### src/hdl/sig_capture_defines.svh
// timing constants and field positions for the external signal capture block
// assumes REF_CLK at 200 MHz
`ifndef SIG_CAPTURE_DEFINES_SVH
`define SIG_CAPTURE_DEFINES_SVH
`define CLK_PERIOD_NS 5
`define PULSE_MIN_NS 500
`define PULSE_MAX_NS 1000
`define GAP_MIN_NS 500
// least widths round up, longest rounds down
`define PULSE_MIN_CYC ((`PULSE_MIN_NS + `CLK_PERIOD_NS - 1) / `CLK_PERIOD_NS)
`define PULSE_MAX_CYC (`PULSE_MAX_NS / `CLK_PERIOD_NS)
`define GAP_MIN_CYC ((`GAP_MIN_NS + `CLK_PERIOD_NS - 1) / `CLK_PERIOD_NS)
`define EXT_OLD_ADDR 12'h018
`define EXT_NEW_ADDR 12'h058
`define SYS_MASK_BIT 7
`define CODE_LSB 26
`define CODE_MSB 31
`define REQ_FIRST 2
`define REQ_LAST 7
`define TIMER_W 8
`endif

### src/hdl/sig_capture_pkg.sv
// types for the external signal capture block
// assumes sig_capture_defines.svh sits beside it
`default_nettype none
package sig_capture_pkg;
   typedef logic [5:0] code_type;
   typedef struct packed {
      logic [11:0] addr;
      logic [31:0] data;
   } store_type;
   typedef struct packed {
      logic [11:0] old_addr;
      logic [11:0] new_addr;
      logic [31:0] old_word;
   } swap_type;
   typedef enum logic [1:0] {
      PIDLE = 2'b00,
      PHIGH = 2'b01,
      PLOW = 2'b11
   } pulse_state_type;
endpackage
`default_nettype wire

### src/hdl/ext_signal_capture.sv
// What this block does
// - use request lines two to seven only
// - take interruption at boundary when mask set
// - save old word, load new word
// - pending requests go into code field
// - lines two..seven map onto bits 26..31
// - requests sampled on REF_CLK through a two-stage synchroniser at any time
// - requests stay pending until honoured
// - present all pending together, then clear
// - repeated pulses merge into one request
// - stuck-high line cannot cause endless interruptions
// - outgoing timing pulses keep width and gap limits
// external request capture and interruption swap for the processor
// assumes the core reports instruction boundaries and accepts the swap in one cycle
`include "sig_capture_defines.svh"
`default_nettype none
module ext_signal_capture #(
   parameter int LINES = 8
) (
   input wire logic REF_CLK,
   input wire logic RST_N,
   input wire logic [LINES-1:0] SIG_IN,
   input wire logic INSN_DONE,
   input wire logic [31:0] PROGRAM_STATUS_WORD,
   input wire logic [LINES-1:0] TIMING_FIRE,
   output logic TAKE_INT,
   output sig_capture_pkg::swap_type SWAP,
   output logic [5:0] PENDING,
   output logic [LINES-1:0] SIG_OUT,
   output logic [LINES-1:0] SIG_OUT_BUSY
);
   logic rst_meta_r;
   logic rst_r;
   logic [5:0] meta_r;
   logic [5:0] sync_r;
   logic [5:0] prev_r;
   logic [5:0] pend_r;
   logic [5:0] pend_nxt;
   logic take_r;
   logic fresh_r;
   sig_capture_pkg::swap_type swap_r;
   logic [LINES-1:0] tp_pulse;
   logic [LINES-1:0] tp_busy;
   logic [LINES-1:0] out_r;
   logic [LINES-1:0] busy_r;

   function automatic logic [31:0] fold_code(input logic [31:0] word,
         input sig_capture_pkg::code_type code);
      logic [31:0] merged;
      merged = word;
      merged[`CODE_MSB:`CODE_LSB] = code;
      return merged;
   endfunction

   always_ff @(posedge REF_CLK or negedge RST_N) begin
      if (!RST_N) begin
         rst_meta_r <= 1'b0;
         rst_r <= 1'b0;
      end else begin
         rst_meta_r <= 1'b1;
         rst_r <= rst_meta_r;
      end
   end

   // lines 0 and 1 are terminated only
   wire [5:0] req_raw = SIG_IN[`REQ_LAST:`REQ_FIRST];
   always_ff @(posedge REF_CLK or negedge rst_r) begin
      if (!rst_r) begin
         meta_r <= '0;
         sync_r <= '0;
         prev_r <= '0;
      end else begin
         meta_r <= req_raw;
         sync_r <= meta_r;
         prev_r <= sync_r;
      end
   end
   wire [5:0] rise = sync_r & ~prev_r;
   // interruption take and status swap
   wire mask_on = PROGRAM_STATUS_WORD[`SYS_MASK_BIT];
   wire at_boundary = INSN_DONE && mask_on;
   wire take = at_boundary && (pend_r != '0) && !take_r;
   // new edge in the taking cycle survives the clear
   assign pend_nxt = (take ? 6'h00 : pend_r) | rise;

   always_ff @(posedge REF_CLK or negedge rst_r) begin
      if (!rst_r) begin
         pend_r <= '0;
         take_r <= 1'b0;
         swap_r <= '0;
      end else begin
         pend_r <= pend_nxt;
         take_r <= take;
         if (take) begin
            swap_r.old_addr <= `EXT_OLD_ADDR;
            swap_r.new_addr <= `EXT_NEW_ADDR;
            swap_r.old_word <= fold_code(PROGRAM_STATUS_WORD, pend_r);
         end
      end
   end

   // a take needs a fresh edge since the one before
   always_ff @(posedge REF_CLK or negedge rst_r) begin
      if (!rst_r) begin
         fresh_r <= 1'b0;
      end else begin
         fresh_r <= (rise != '0) || (fresh_r && !take);
      end
   end

   // outgoing timing pulse lines
   genvar g;
   generate
      for (g = 0; g < LINES; g++) begin : tp
         timing_pulse_gen u_gen (
            .clk(REF_CLK),
            .rst_n(rst_r),
            .fire(TIMING_FIRE[g]),
            .pulse(tp_pulse[g]),
            .busy(tp_busy[g])
         );
         busy_start_a: assert property (@(posedge REF_CLK) disable iff (!rst_r)
            $rose(SIG_OUT_BUSY[g]) |-> SIG_OUT[g])
            else $error("timing line busy without pulse");
         gap_busy_a: assert property (@(posedge REF_CLK) disable iff (!rst_r)
            $fell(SIG_OUT[g]) |-> SIG_OUT_BUSY[g])
            else $error("timing gap not held busy");
         busy_end_a: assert property (@(posedge REF_CLK) disable iff (!rst_r)
            $fell(SIG_OUT_BUSY[g]) |-> !SIG_OUT[g])
            else $error("timing line released while high");
      end
   endgenerate
   always_ff @(posedge REF_CLK or negedge rst_r) begin
      if (!rst_r) begin
         out_r <= '0;
         busy_r <= '0;
      end else begin
         out_r <= tp_pulse;
         busy_r <= tp_busy;
      end
   end

   assign TAKE_INT = take_r;
   assign SWAP = swap_r;
   assign PENDING = pend_r;
   assign SIG_OUT = out_r;
   assign SIG_OUT_BUSY = busy_r;

   mask_gate_a: assert property (@(posedge REF_CLK) disable iff (!rst_r)
      TAKE_INT |-> $past(mask_on) && $past(INSN_DONE))
      else $error("interruption taken without mask or boundary");
   code_field_a: assert property (@(posedge REF_CLK) disable iff (!rst_r)
      TAKE_INT |-> SWAP.old_word[`CODE_MSB:`CODE_LSB] == $past(pend_r))
      else $error("code field not pending set");
   swap_addr_a: assert property (@(posedge REF_CLK) disable iff (!rst_r)
      TAKE_INT |-> SWAP.old_addr == `EXT_OLD_ADDR && SWAP.new_addr == `EXT_NEW_ADDR)
      else $error("swap addresses wrong");
   hold_pend_a: assert property (@(posedge REF_CLK) disable iff (!rst_r)
      !take |=> (pend_r & $past(pend_r)) == $past(pend_r))
      else $error("pending request lost");
   clear_pend_a: assert property (@(posedge REF_CLK) disable iff (!rst_r)
      take |=> pend_r == $past(rise))
      else $error("pending not cleared on take");
   edge_set_a: assert property (@(posedge REF_CLK) disable iff (!rst_r)
      $rose(req_raw[0]) ##1 1'b1 ##1 !take |=> pend_r[0])
      else $error("rising edge not latched");
   stuck_high_a: assert property (@(posedge REF_CLK) disable iff (!rst_r)
      req_raw[0] [*4] ##1 take |=> !pend_r[0])
      else $error("stuck line repeats request");
   line_unused_a: assert property (@(posedge REF_CLK) disable iff (!rst_r)
      $changed(SIG_IN[1:0]) && $stable(SIG_IN[7:2]) |-> ##3 $stable(pend_r) || $past(take))
      else $error("lines 0 or 1 affect pending");
   take_single_a: assert property (@(posedge REF_CLK) disable iff (!rst_r)
      TAKE_INT |=> !TAKE_INT)
      else $error("interruption pulse longer than one cycle");
   take_space_a: assert property (@(posedge REF_CLK) disable iff (!rst_r)
      TAKE_INT |-> !take)
      else $error("second take right after a take");
   swap_hold_a: assert property (@(posedge REF_CLK) disable iff (!rst_r)
      !TAKE_INT |-> $stable(SWAP))
      else $error("swap record changed without take");
   mask_block_a: assert property (@(posedge REF_CLK) disable iff (!rst_r)
      !at_boundary |=> !TAKE_INT)
      else $error("take outside boundary or with mask off");
   old_word_a: assert property (@(posedge REF_CLK) disable iff (!rst_r)
      TAKE_INT |-> SWAP.old_word[`CODE_LSB-1:0] == $past(PROGRAM_STATUS_WORD[`CODE_LSB-1:0]))
      else $error("status word not saved");
   pend_take_a: assert property (@(posedge REF_CLK) disable iff (!rst_r)
      at_boundary && PENDING != '0 && !TAKE_INT |=> TAKE_INT)
      else $error("pending request not honoured at boundary");
   code_nonzero_a: assert property (@(posedge REF_CLK) disable iff (!rst_r)
      TAKE_INT |-> SWAP.old_word[`CODE_MSB:`CODE_LSB] != '0)
      else $error("interruption with empty code");
   report_clear_a: assert property (@(posedge REF_CLK) disable iff (!rst_r)
      TAKE_INT |-> (PENDING & ~$past(rise)) == '0)
      else $error("reported request still pending");
   fresh_edge_a: assert property (@(posedge REF_CLK) disable iff (!rst_r)
      take |-> fresh_r)
      else $error("take without a new request edge");
   out_busy_a: assert property (@(posedge REF_CLK) disable iff (!rst_r)
      (SIG_OUT & ~SIG_OUT_BUSY) == '0)
      else $error("timing pulse outside busy time");
   new_from_edge_a: assert property (@(posedge REF_CLK) disable iff (!rst_r)
      (PENDING & ~$past(PENDING) & ~$past(rise)) == '0)
      else $error("pending set without an edge");

   // per-line request checks
   generate
      for (g = 0; g < 6; g++) begin : line_chk
         map_bit_a: assert property (@(posedge REF_CLK) disable iff (!rst_r)
            $rose(req_raw[g]) ##1 1'b1 ##1 !take |=> PENDING[g])
            else $error("request line not mapped to its bit");
         stuck_bit_a: assert property (@(posedge REF_CLK) disable iff (!rst_r)
            req_raw[g] [*4] ##1 take |=> !PENDING[g])
            else $error("held line reported again");
         hold_bit_a: assert property (@(posedge REF_CLK) disable iff (!rst_r)
            PENDING[g] && !take |=> PENDING[g])
            else $error("pending bit dropped without take");
      end
   endgenerate
endmodule // ext_signal_capture
`default_nettype wire

### src/hdl/timing_pulse_gen.sv
// one outgoing timing pulse line with bounded width and gap
// assumes REF_CLK at 200 MHz and a reset already synchronised
`include "sig_capture_defines.svh"
`default_nettype none
module timing_pulse_gen #(
   parameter int WIDTH_CYC = `PULSE_MIN_CYC + 10,
   parameter int GAP_CYC = `GAP_MIN_CYC
) (
   input wire logic clk,
   input wire logic rst_n,
   input wire logic fire,
   output logic pulse,
   output logic busy
);
   sig_capture_pkg::pulse_state_type state_r, state_nxt;
   logic [`TIMER_W-1:0] cnt_r, cnt_nxt;
   wire last_high = cnt_r == `TIMER_W'(WIDTH_CYC - 1);
   wire last_low = cnt_r == `TIMER_W'(GAP_CYC - 1);
   always_comb begin
      state_nxt = state_r;
      cnt_nxt = cnt_r + `TIMER_W'(1);
      unique case (state_r)
         sig_capture_pkg::PIDLE: begin
            cnt_nxt = '0;
            if (fire) state_nxt = sig_capture_pkg::PHIGH;
         end
         sig_capture_pkg::PHIGH: begin
            if (last_high) begin
               state_nxt = sig_capture_pkg::PLOW;
               cnt_nxt = '0;
            end
         end
         sig_capture_pkg::PLOW: begin
            if (last_low) state_nxt = sig_capture_pkg::PIDLE;
         end
      endcase
   end
   always_ff @(posedge clk or negedge rst_n) begin
      if (!rst_n) begin
         state_r <= sig_capture_pkg::PIDLE;
         cnt_r <= '0;
      end else begin
         state_r <= state_nxt;
         cnt_r <= cnt_nxt;
      end
   end
   assign pulse = state_r == sig_capture_pkg::PHIGH;
   assign busy = state_r != sig_capture_pkg::PIDLE;

   // run lengths of the line as seen outside, for the width and gap checks
   logic [`TIMER_W-1:0] high_len_r;
   logic [`TIMER_W-1:0] low_len_r;
   wire low_full = low_len_r == '1;
   always_ff @(posedge clk or negedge rst_n) begin
      if (!rst_n) begin
         high_len_r <= '0;
         low_len_r <= '1;
      end else begin
         high_len_r <= pulse ? high_len_r + `TIMER_W'(1) : '0;
         low_len_r <= pulse ? '0 : (low_full ? low_len_r : low_len_r + `TIMER_W'(1));
      end
   end

   pulse_width_a: assert property (@(posedge clk) disable iff (!rst_n)
      $fell(pulse) |-> high_len_r >= `PULSE_MIN_CYC && high_len_r <= `PULSE_MAX_CYC)
      else $error("timing pulse width wrong");
   pulse_long_a: assert property (@(posedge clk) disable iff (!rst_n)
      pulse |-> high_len_r < `PULSE_MAX_CYC)
      else $error("timing pulse too long");
   gap_len_a: assert property (@(posedge clk) disable iff (!rst_n)
      $rose(pulse) |-> low_len_r >= `GAP_MIN_CYC)
      else $error("timing gap below minimum");
   pulse_gap_a: assert property (@(posedge clk) disable iff (!rst_n)
      $fell(pulse) |-> !pulse [*8])
      else $error("timing pulse gap too short");
endmodule // timing_pulse_gen
`default_nettype wire

### config.mk
export PLATFORM = sky130hd
export DESIGN_NAME = ext_signal_capture
export DESIGN_NICKNAME = d
export VERILOG_FILES = /design/src/hdl/sig_capture_pkg.sv /design/src/hdl/ext_signal_capture.sv /design/src/hdl/timing_pulse_gen.sv
export VERILOG_INCLUDE_DIRS = /design/src /design/src/hdl
export SDC_FILE = /design/constraint.sdc
export NUM_CORES = 1
export LEC_CHECK = 0
export ABC_AREA = 0
export BUFFER_PORTS_ARGS = -buffer_cell sky130_fd_sc_hd__buf_4
export CORE_MARGIN = 4
export CORE_UTILIZATION = 55
export DETAILED_ROUTE_END_ITERATION = 6
export HOLD_SLACK_MARGIN = 0.05
export PLACE_DENSITY = 0.81
export RECOVER_POWER = 100
export SLEW_MARGIN = 0
export SYNTH_ARGS = -nofsm -noshare
export SYNTH_HDL_FRONTEND = slang
export SYNTH_HIERARCHICAL = 1
export SYNTH_SLANG_ARGS = --single-unit
### constraint.sdc
create_clock -name REF_CLK -period 7.67 [get_ports REF_CLK]
set_input_delay 0.767 -clock REF_CLK [delete_from_list [all_inputs] [get_ports REF_CLK]]
set_output_delay 0.767 -clock REF_CLK [all_outputs]
set_load 0.01 [all_outputs]
==> out/qor.csv, run 1 <==
metric,value,unit
worstPathRequired,7.95,ns
antenna_found_initial,0,
fin_tns_setup,0,ns
end_kind,register,
die_x,118.1,µm
synth-compound-area-share,12.77,%
cts_tree,done,
worst_slew_pin_slew,1.495,ns
cts_setup_buffers,0,
synthSimpleGateAreaFrac,12.48,%
rows,39,
synthFlopType,dfrtp_1,
synth_edf_count,0,
placedCellCount,784,
critPathKind,register to register,
ys_types,35,
p_per_area,306.6,nW/µm²
grt_pass1_vias,4642,
synthMuxAreaShare,5.294,%
wl_met3,642,µm
arrival,4.32,ns
ioPinCount,130,
start_kind,register,
min_period_over_period,52.70,%
drv_cap,1,
finClkSkew,0.006563,ns
hold_buffers,0,
synth-adder-area-share,3.004,%
wl_met1,5.800,mm
cts_sinks,156,
maxUsedRoutingLayer,met4,
ant_nets,0,
synth_top_family_by_area,compound AO/OA/AOI/OAI gates,
ys_warn_count,6,
start_util,57.15,%
min_period,4.042,ns
drt-wirelength-per-cell,16.24,µm
mostFrequentLayoutCells,"dfrtp_1 (156), clkbuf_1 (66), o21ai_0 (47), a21oi_1 (40), buf_4 (37)",
setup_viol,0,
dr.pass1.iters,4,
core_area,11660,µm²
place_hpwl,9.144,mm
ys_async_sr_fraction,100.0,%
avgSynthCellArea,12.23,µm²
finalNetCount,727,
leakage,3.365,nW
avgViaCountPerCell,5.590,
numCtsBuffers,17,
die_h,118.1,µm
layout_commonest_cell,dfrtp_1,
wl_met2,6.596,mm
clock.fmax,247.4,MHz
timing.hold.ws,0.1278,ns
worst_hold_path_type,primary input to asynchronous set/reset pin,
routabilityCongestion,0.8064,
first_iter_violations,227,
violations,capacitance limit,
yosysTopAreaCell,dfrtp_1,
grt_overflow,0,
cts_resized,0,
h-tree-depth,4,
syn2layout_area_growth,16.26,%
clock_latency,0.41,ns
drc,0,
gr-usage-all-layers,19.64,%
synth_top_area_share,58.57,%
dr_total_vias,4556,
hold_viol_final,0,
crit_fanout,26,
io_buffers,102,
rsz0062_at_grt,no,
run_status,"finished, violations left",
ys_ff_latch,156,
seq_area_frac_synth,58.57,%
ctsRootBufferMaster,clkbuf_16,
clk_pin_slew,0.06,ns
synth.area.top_cells,"dfrtp_1 (59%), mux2_4 (4.3%), a21oi_1 (3.0%)",
insertedDiodeCount,0,
peakVddDrop,0.0001357,V
final-max-slew-violation-count,0,
synth-xor-area-share,3.154,%
drive_gt1_share,16.52,%
drt_wl_total,13.23,mm
syn_area,6665,µm²
finalNonFillerCells,815,
slew-limit-headroom,0.3616,%
clk_path_buf_depth,2,
syn_inst,545,
die-area,13940,µm²
grt_pass1_wl,22.44,mm
grt_max_degree,62,
## critical path, stage by stage, from the launching register on
cell and delay (ns):
dfrtp_1 0.41, or4_2 0.67, o21ai_0 0.79, clkinvlp_2 1.31, mux2_1 0.71
## cell families (layout without fill, tap and decap cells)
| logic type | Yosys count | count (layout) |
|---|---|---|
| other | 2 | 20 |
| AO/OA/AOI/OAI | 133 | 133 |
| buffers and inverters | 49 | 158 |
| multiplexers | 25 | 25 |
| AND/OR/NAND/NOR | 140 | 140 |
| adder cells (fa/ha/maj) | 16 | 16 |
| XOR/XNOR | 24 | 24 |
| flip-flops | 156 | 156 |
## per-layer routing
metal / track usage (%) / vias to the layer above
li1: - / 2134
met1: 25.78 / 2269
met2: 31.65 / 132
met3: 5.430 / 21
met4: 6.667 / 0
met5: 0 / -
## synthesized netlist by cell type (5+ instances only)
cell type,n
or2_2,9
ha_1,16
xor2_1,16
o31ai_1,8
xnor2_1,8
nand3_1,32
or3_1,16
nor2b_1,16
buf_4,23
mux2_2,6
a21oi_1,40
or4_4,9
nand4bb_1,8
nand2_2,8
nor2_1,8
o41ai_1,8
o21ai_0,38
nand2_1,30
a22oi_2,8
mux2_4,19
clkinv_1,8
a22o_1,5
a22oi_1,16
dfrtp_1,156
inv_1,14
o21ai_1,8
## power by group
group	internal, mW	switching [mW]
Combinational	0.179	0.210
Clock	0.534	0.302
Sequential	0.973	0.178
Total	1.69	0.689
## stage by stage
| stage | utilization, % | power [mW] | instance area [µm²] | setup slack [ns] |
|---|---|---|---|---|
| floorplan | - | 1.424 | 6733 | 3.001 |
| global placement | 64.13 | 1.558 | 7480 | 5.484 |
| detailed placement | 64.13 | 1.596 | 7480 | 5.424 |
| CTS | 69.23 | 2.450 | 8074 | 5.704 |
| global route | 66.44 | 2.511 | 7749 | 3.284 |
| finish | 66.44 | 2.376 | 7749 | 3.628 |
## layout make-up
class / instances / area [µm²]
clock inverters: 7 / 112.6
multi-input cells: 358 / 2436
well taps: 143 / 178.9
repair buffers: 104 / 548.0
inverters: 23 / 87.58
flip-flops and latches: 156 / 3904
fillers: 907 / 3914
clock buffers: 24 / 481.7
## flip-flops by register name, indices dropped and copies added, names as in the netlist
register          flops
TAKE_INT              1
meta_r                6
rst_meta_r            1
SIG_OUT               8
rst_r                 1
PENDING               6
prev_r                6
SIG_OUT_BUSY          8
tp.u_gen/state_r     16
SWAP                 33
tp.u_gen/cnt_r       64
sync_r                6
## final timing paths
kind | from | endpoint | slack (ns) | cells after the start
worst max-delay path | PENDING[2]$_DFF_PN0_ | SWAP[17]$_DFFE_PN0P_ | 3.63 | 4
worst min-delay path | RST_N | rst_meta_r$_DFF_PN0_ | 0.13 | 1
worst max register to register | PENDING[2]$_DFF_PN0_ | SWAP[17]$_DFFE_PN0P_ | 3.63 | 4
worst min register to register | meta_r[0]$_DFF_PN0_ | sync_r[0]$_DFF_PN0_ | 0.35 | 0
max in group asynchronous | rst_r$_DFF_PN0_ | SIG_OUT[5]$_DFF_PN0_ | 5.56 | 1
min in group REF_CLK | meta_r[0]$_DFF_PN0_ | sync_r[0]$_DFF_PN0_ | 0.35 | 0
Power figures use the tool's default switching activity.
==> run 2, diff against run 1 <==
Settings changed: CORE_UTILIZATION 55 to 50, PLACE_DENSITY 0.81 to 0.77.
Clock period 7.67 ns to 3.7 ns, I/O delays scaled along.
==> out/qor.csv, run 2 (same netlist as run 1, synthesis figures left out) <==
metric,value,unit
h-tree-depth,4,
cp_top_family,buffers and inverters,
end_kind,asynchronous set/reset pin,
reg2reg_to,SWAP[9]$_DFFE_PN0P_,
place_ws,1.766,ns
min_from,SIG_IN[5],
utilization,61.74,%
routabilityCongestion,0.8086,
peakVddDrop,0.0003668,V
grt_pass1_vias,4613,
avgViaCountPerCell,5.384,
path_buf_inv,1,
place_hpwl,9.371,mm
stdcell_area,7918,µm²
drt_wl_total,13.70,mm
dr.pass1.iters,4,
p_per_area,649.1,nW/µm²
die_h,123.5,µm
placedCellCount,813,
drive_gt1_share,16.96,%
ant_nets,0,
ctsRootBufferMaster,clkbuf_16,
crit_chain,clkbuf_4,
nFillCells,1078,
leakage,3.424,nW
gr-usage-all-layers,18.61,%
worst_slew_pin_slew,1.225,ns
rr_startpoint,rst_r$_DFF_PN0_,
final-max-slew-violation-count,0,
hold_viol_final,0,
arrival,2.65,ns
regMostFlops,tp.u_gen/cnt_r,
drc,0,
syn2layout_area_growth,18.79,%
clock_latency,0.42,ns
min_path_cells,1,
critPathKind,register to asynchronous set/reset pin,
first_iter_violations,453,
clock.fmax,432.1,MHz
whs_endpoint,meta_r[3]$_DFF_PN0_,
rows,41,
start_kind,register,
rsz0062_at_grt,no,
largest_register_ffs,64,
cts_tree,done,
clk_pin_slew,0.06,ns
worst_hold_path_type,primary input to register,
finalNetCount,732,
setup_viol,0,
fin_tns_setup,0,ns
finalNonFillerCells,850,
ioPinCount,130,
start_util,51.97,%
slew-limit-headroom,18.31,%
layout_commonest_cell,dfrtp_1,
drv_cap,0,
fin_ws,1.386,ns
grt_pass1_wl,22.18,mm
crit_fanout,94,
cpPeakStageDelay,1.11,ns
finalPower,5.139,mW
min_period,2.314,ns
antenna_found_initial,0,
cts_setup_buffers,0,
cts_sinks,156,
place_area,7528,µm²
crit_slowest_cell,clkbuf_4,
numCtsBuffers,17,
die_x,123.5,µm
core_area,12820,µm²
mostFrequentLayoutCells,"dfrtp_1 (156), clkbuf_1 (63), o21ai_0 (46), a21oi_1 (40), buf_4 (36)",
finClkSkew,0.009246,ns
regToRegSetupSlack,1.39,ns
clk_path_buf_depth,2,
rr_worst_depth,1,
dr_total_vias,4576,
worstPathRequired,4.04,ns
grt_overflow,0,
grt_max_degree,95,
run_status,"finished, final reports clean",
min_period_over_period,62.54,%
die-area,15240,µm²
io_buffers,102,
drt-wirelength-per-cell,16.12,µm
insertedDiodeCount,0,
timing.hold.ws,0.09443,ns
## run 2: worst max-delay path by stage
stage               depth (start not counted)                  from                   end  slack, ns
floorplan                                   0       rst_r$_DFF_PN0_  PENDING[0]$_DFF_PN0_       1.12
global placement                            4  PENDING[2]$_DFF_PN0_  SWAP[24]$_DFFE_PN0P_       1.82
detailed placement                          4  PENDING[2]$_DFF_PN0_  SWAP[20]$_DFFE_PN0P_       1.77
CTS                                         4  PENDING[2]$_DFF_PN0_   SWAP[6]$_DFFE_PN0P_       1.75
global route                                1       rst_r$_DFF_PN0_   SWAP[1]$_DFFE_PN0P_       0.89
finish                                      1       rst_r$_DFF_PN0_   SWAP[9]$_DFFE_PN0P_       1.39
## run 2: area by class of cell
class	count	area (µm²)	area share, %
clock buffer	20	456.7	5.768
clock inverter	12	206.4	2.607
inverter	23	91.34	1.154
multi-input combinational	358	2446	30.89
sequential	156	3904	49.30
tap	172	215.2	2.718
timing repair buffer	109	598.1	7.554
## run 2: report_power, final
group / internal [mW] / switching [mW] / total, mW
Clock: 1.24 / 0.705 / 1.95
Sequential: 2.02 / 0.365 / 2.38
Combinational: 0.375 / 0.435 / 0.810
Total: 3.63 / 1.50 / 5.14
## run 2: what timing repair did
item,CTS,global route
endpoints found under the hold margin,6,0
hold buffers,5,0
setup endpoints to repair,0,0
gates resized for setup,0,0
## run 2: metal layers
| layer | GRT usage, % | up-vias | wire length, µm |
|---|---|---|---|
| li1 | - | 2147 | - |
| met1 | 23.20 | 2276 | 5923 |
| met2 | 30.99 | 132 | 6831 |
| met3 | 5.398 | 21 | 742 |
| met4 | 6.713 | 0 | 207 |
| met5 | 0 | - | 0 |
==> run 3, diff against run 2 <==
Settings changed: CORE_UTILIZATION 50 to 55, PLACE_DENSITY 0.77 to 0.81.
Clock period 3.7 ns to 2.3 ns, I/O delays scaled along.
==> out/qor.csv, run 3 (same netlist as run 1, synthesis figures left out) <==
metric,value,unit
regToRegSetupSlack,0.36,ns
insertedDiodeCount,0,
drt_wl_total,13.73,mm
end_kind,register,
worst_hold_path_type,primary input to register,
crit_fanout,26,
antenna_found_initial,0,
mostFrequentLayoutCells,"dfrtp_1 (156), clkbuf_1 (67), o21ai_0 (46), a21oi_1 (40), buf_4 (35)",
min_period_over_period,84.46,%
place_ws,0.4032,ns
largest_register_ffs,64,
start_kind,register,
reg2reg_to,SWAP[25]$_DFFE_PN0P_,
clock.fmax,514.8,MHz
worst_slew_pin_slew,1.026,ns
layout_commonest_cell,dfrtp_1,
numCtsBuffers,17,
rr_startpoint,PENDING[2]$_DFF_PN0_,
min_from,PROGRAM_STATUS_WORD[12],
avgViaCountPerCell,5.538,
final-max-slew-violation-count,0,
rr_worst_depth,4,
core_area,11660,µm²
routabilityCongestion,0.8208,
ioPinCount,130,
gr-usage-all-layers,20.31,%
cts_setup_buffers,0,
ant_nets,0,
min_period,1.943,ns
cts_sinks,156,
syn2layout_area_growth,20.74,%
p_per_area,972.6,nW/µm²
dr.pass1.iters,4,
run_status,"finished, final reports clean",
clock_latency,0.41,ns
leakage,3.486,nW
hold_viol_final,0,
drive_gt1_share,15.79,%
worstPathRequired,2.59,ns
slew-limit-headroom,30.89,%
grt_pass1_wl,22.90,mm
clk_path_buf_depth,2,
rsz0062_at_grt,no,
drt-wirelength-per-cell,16.23,µm
die_x,118.1,µm
rows,39,
finClkSkew,0.005408,ns
min_path_cells,2,
regMostFlops,tp.u_gen/cnt_r,
drc,0,
stdcell_area,8048,µm²
whs_endpoint,SWAP[12]$_DFFE_PN0P_,
place_hpwl,9.287,mm
io_buffers,102,
utilization,69.01,%
start_util,57.15,%
ctsRootBufferMaster,clkbuf_16,
clk_pin_slew,0.06,ns
critPathKind,register to register,
cts_resized,0,
grt_overflow,0,
peakVddDrop,0.0005550,V
finalNetCount,758,
die-area,13940,µm²
cts_tree,done,
fin_ws,0.3574,ns
fin_tns_setup,0,ns
grt_max_degree,63,
arrival,2.23,ns
first_iter_violations,248,
drv_cap,0,
finalPower,7.827,mW
setup_viol,0,
die_h,118.1,µm
h-tree-depth,4,
grt_pass1_vias,4661,
place_area,7512,µm²
dr_total_vias,4685,
run 3: area by class of cell:
cell class                      instances  area (µm²)
Sequential cell                       156        3904
Tap cell                              143       178.9
Inverter                               23       91.34
Clock buffer                           24       471.7
Timing Repair Buffer                  135       865.8
Fill cell                             897        3615
Clock inverter                          7       90.09
Multi-Input combinational cell        358        2446
run 3: metrics by stage:
step / instances / hold WS, ns
3_3_place_gp: 785 / 0.01225
2_1_floorplan: 563 / -0.06559
3_5_place_dp: 785 / 0.01671
5_1_grt: 846 / 0.05472
4_1_cts: 846 / 0.05933
6_report: 846 / 0.07410
run 3: worst max-delay path: stages (launching register included):
cell	delay, ns
dfrtp_1	0.40
or4_1	0.58
o21ai_4	0.30
inv_6	0.17
mux2_1	0.36
run 3: timing repair:
action / in CTS / in global routing
hold endpoints to repair: 31 / 0
endpoints found under the setup margin: 0 / 0
hold buffers: 30 / 0
run 3: worst max path at each step:
stage,slack (ns),end,depth (start not counted),startpoint
finish,0.36,SWAP[25]$_DFFE_PN0P_,4,PENDING[2]$_DFF_PN0_
global route,0.17,tp[0].u_gen/cnt_r[3]$_DFF_PN0_,1,rst_r$_DFF_PN0_
CTS,0.39,SWAP[11]$_DFFE_PN0P_,4,PENDING[3]$_DFF_PN0_
detailed placement,0.40,SWAP[25]$_DFFE_PN0P_,4,PENDING[3]$_DFF_PN0_
global placement,0.44,SWAP[20]$_DFFE_PN0P_,4,PENDING[2]$_DFF_PN0_
floorplan,0.43,SWAP[10]$_DFFE_PN0P_,5,PENDING[2]$_DFF_PN0_
run 3: routing by layer:
metal	GRT usage (%)	wire (µm)	vias up	part of all wire [%]
met3	5.334	633	29	4.6
met5	0	0	-	0
met2	33.44	6951	142	51
met4	9.231	392	0	2.9
li1	-	-	2205	-
met1	25.16	5756	2309	42
run 3: power breakdown:
group          total [mW]  internal [mW]  switching (mW)
Sequential           3.82           3.25           0.573
Combinational        1.35          0.635           0.716
Clock                2.66           1.64            1.01
Total                7.83           5.52            2.30
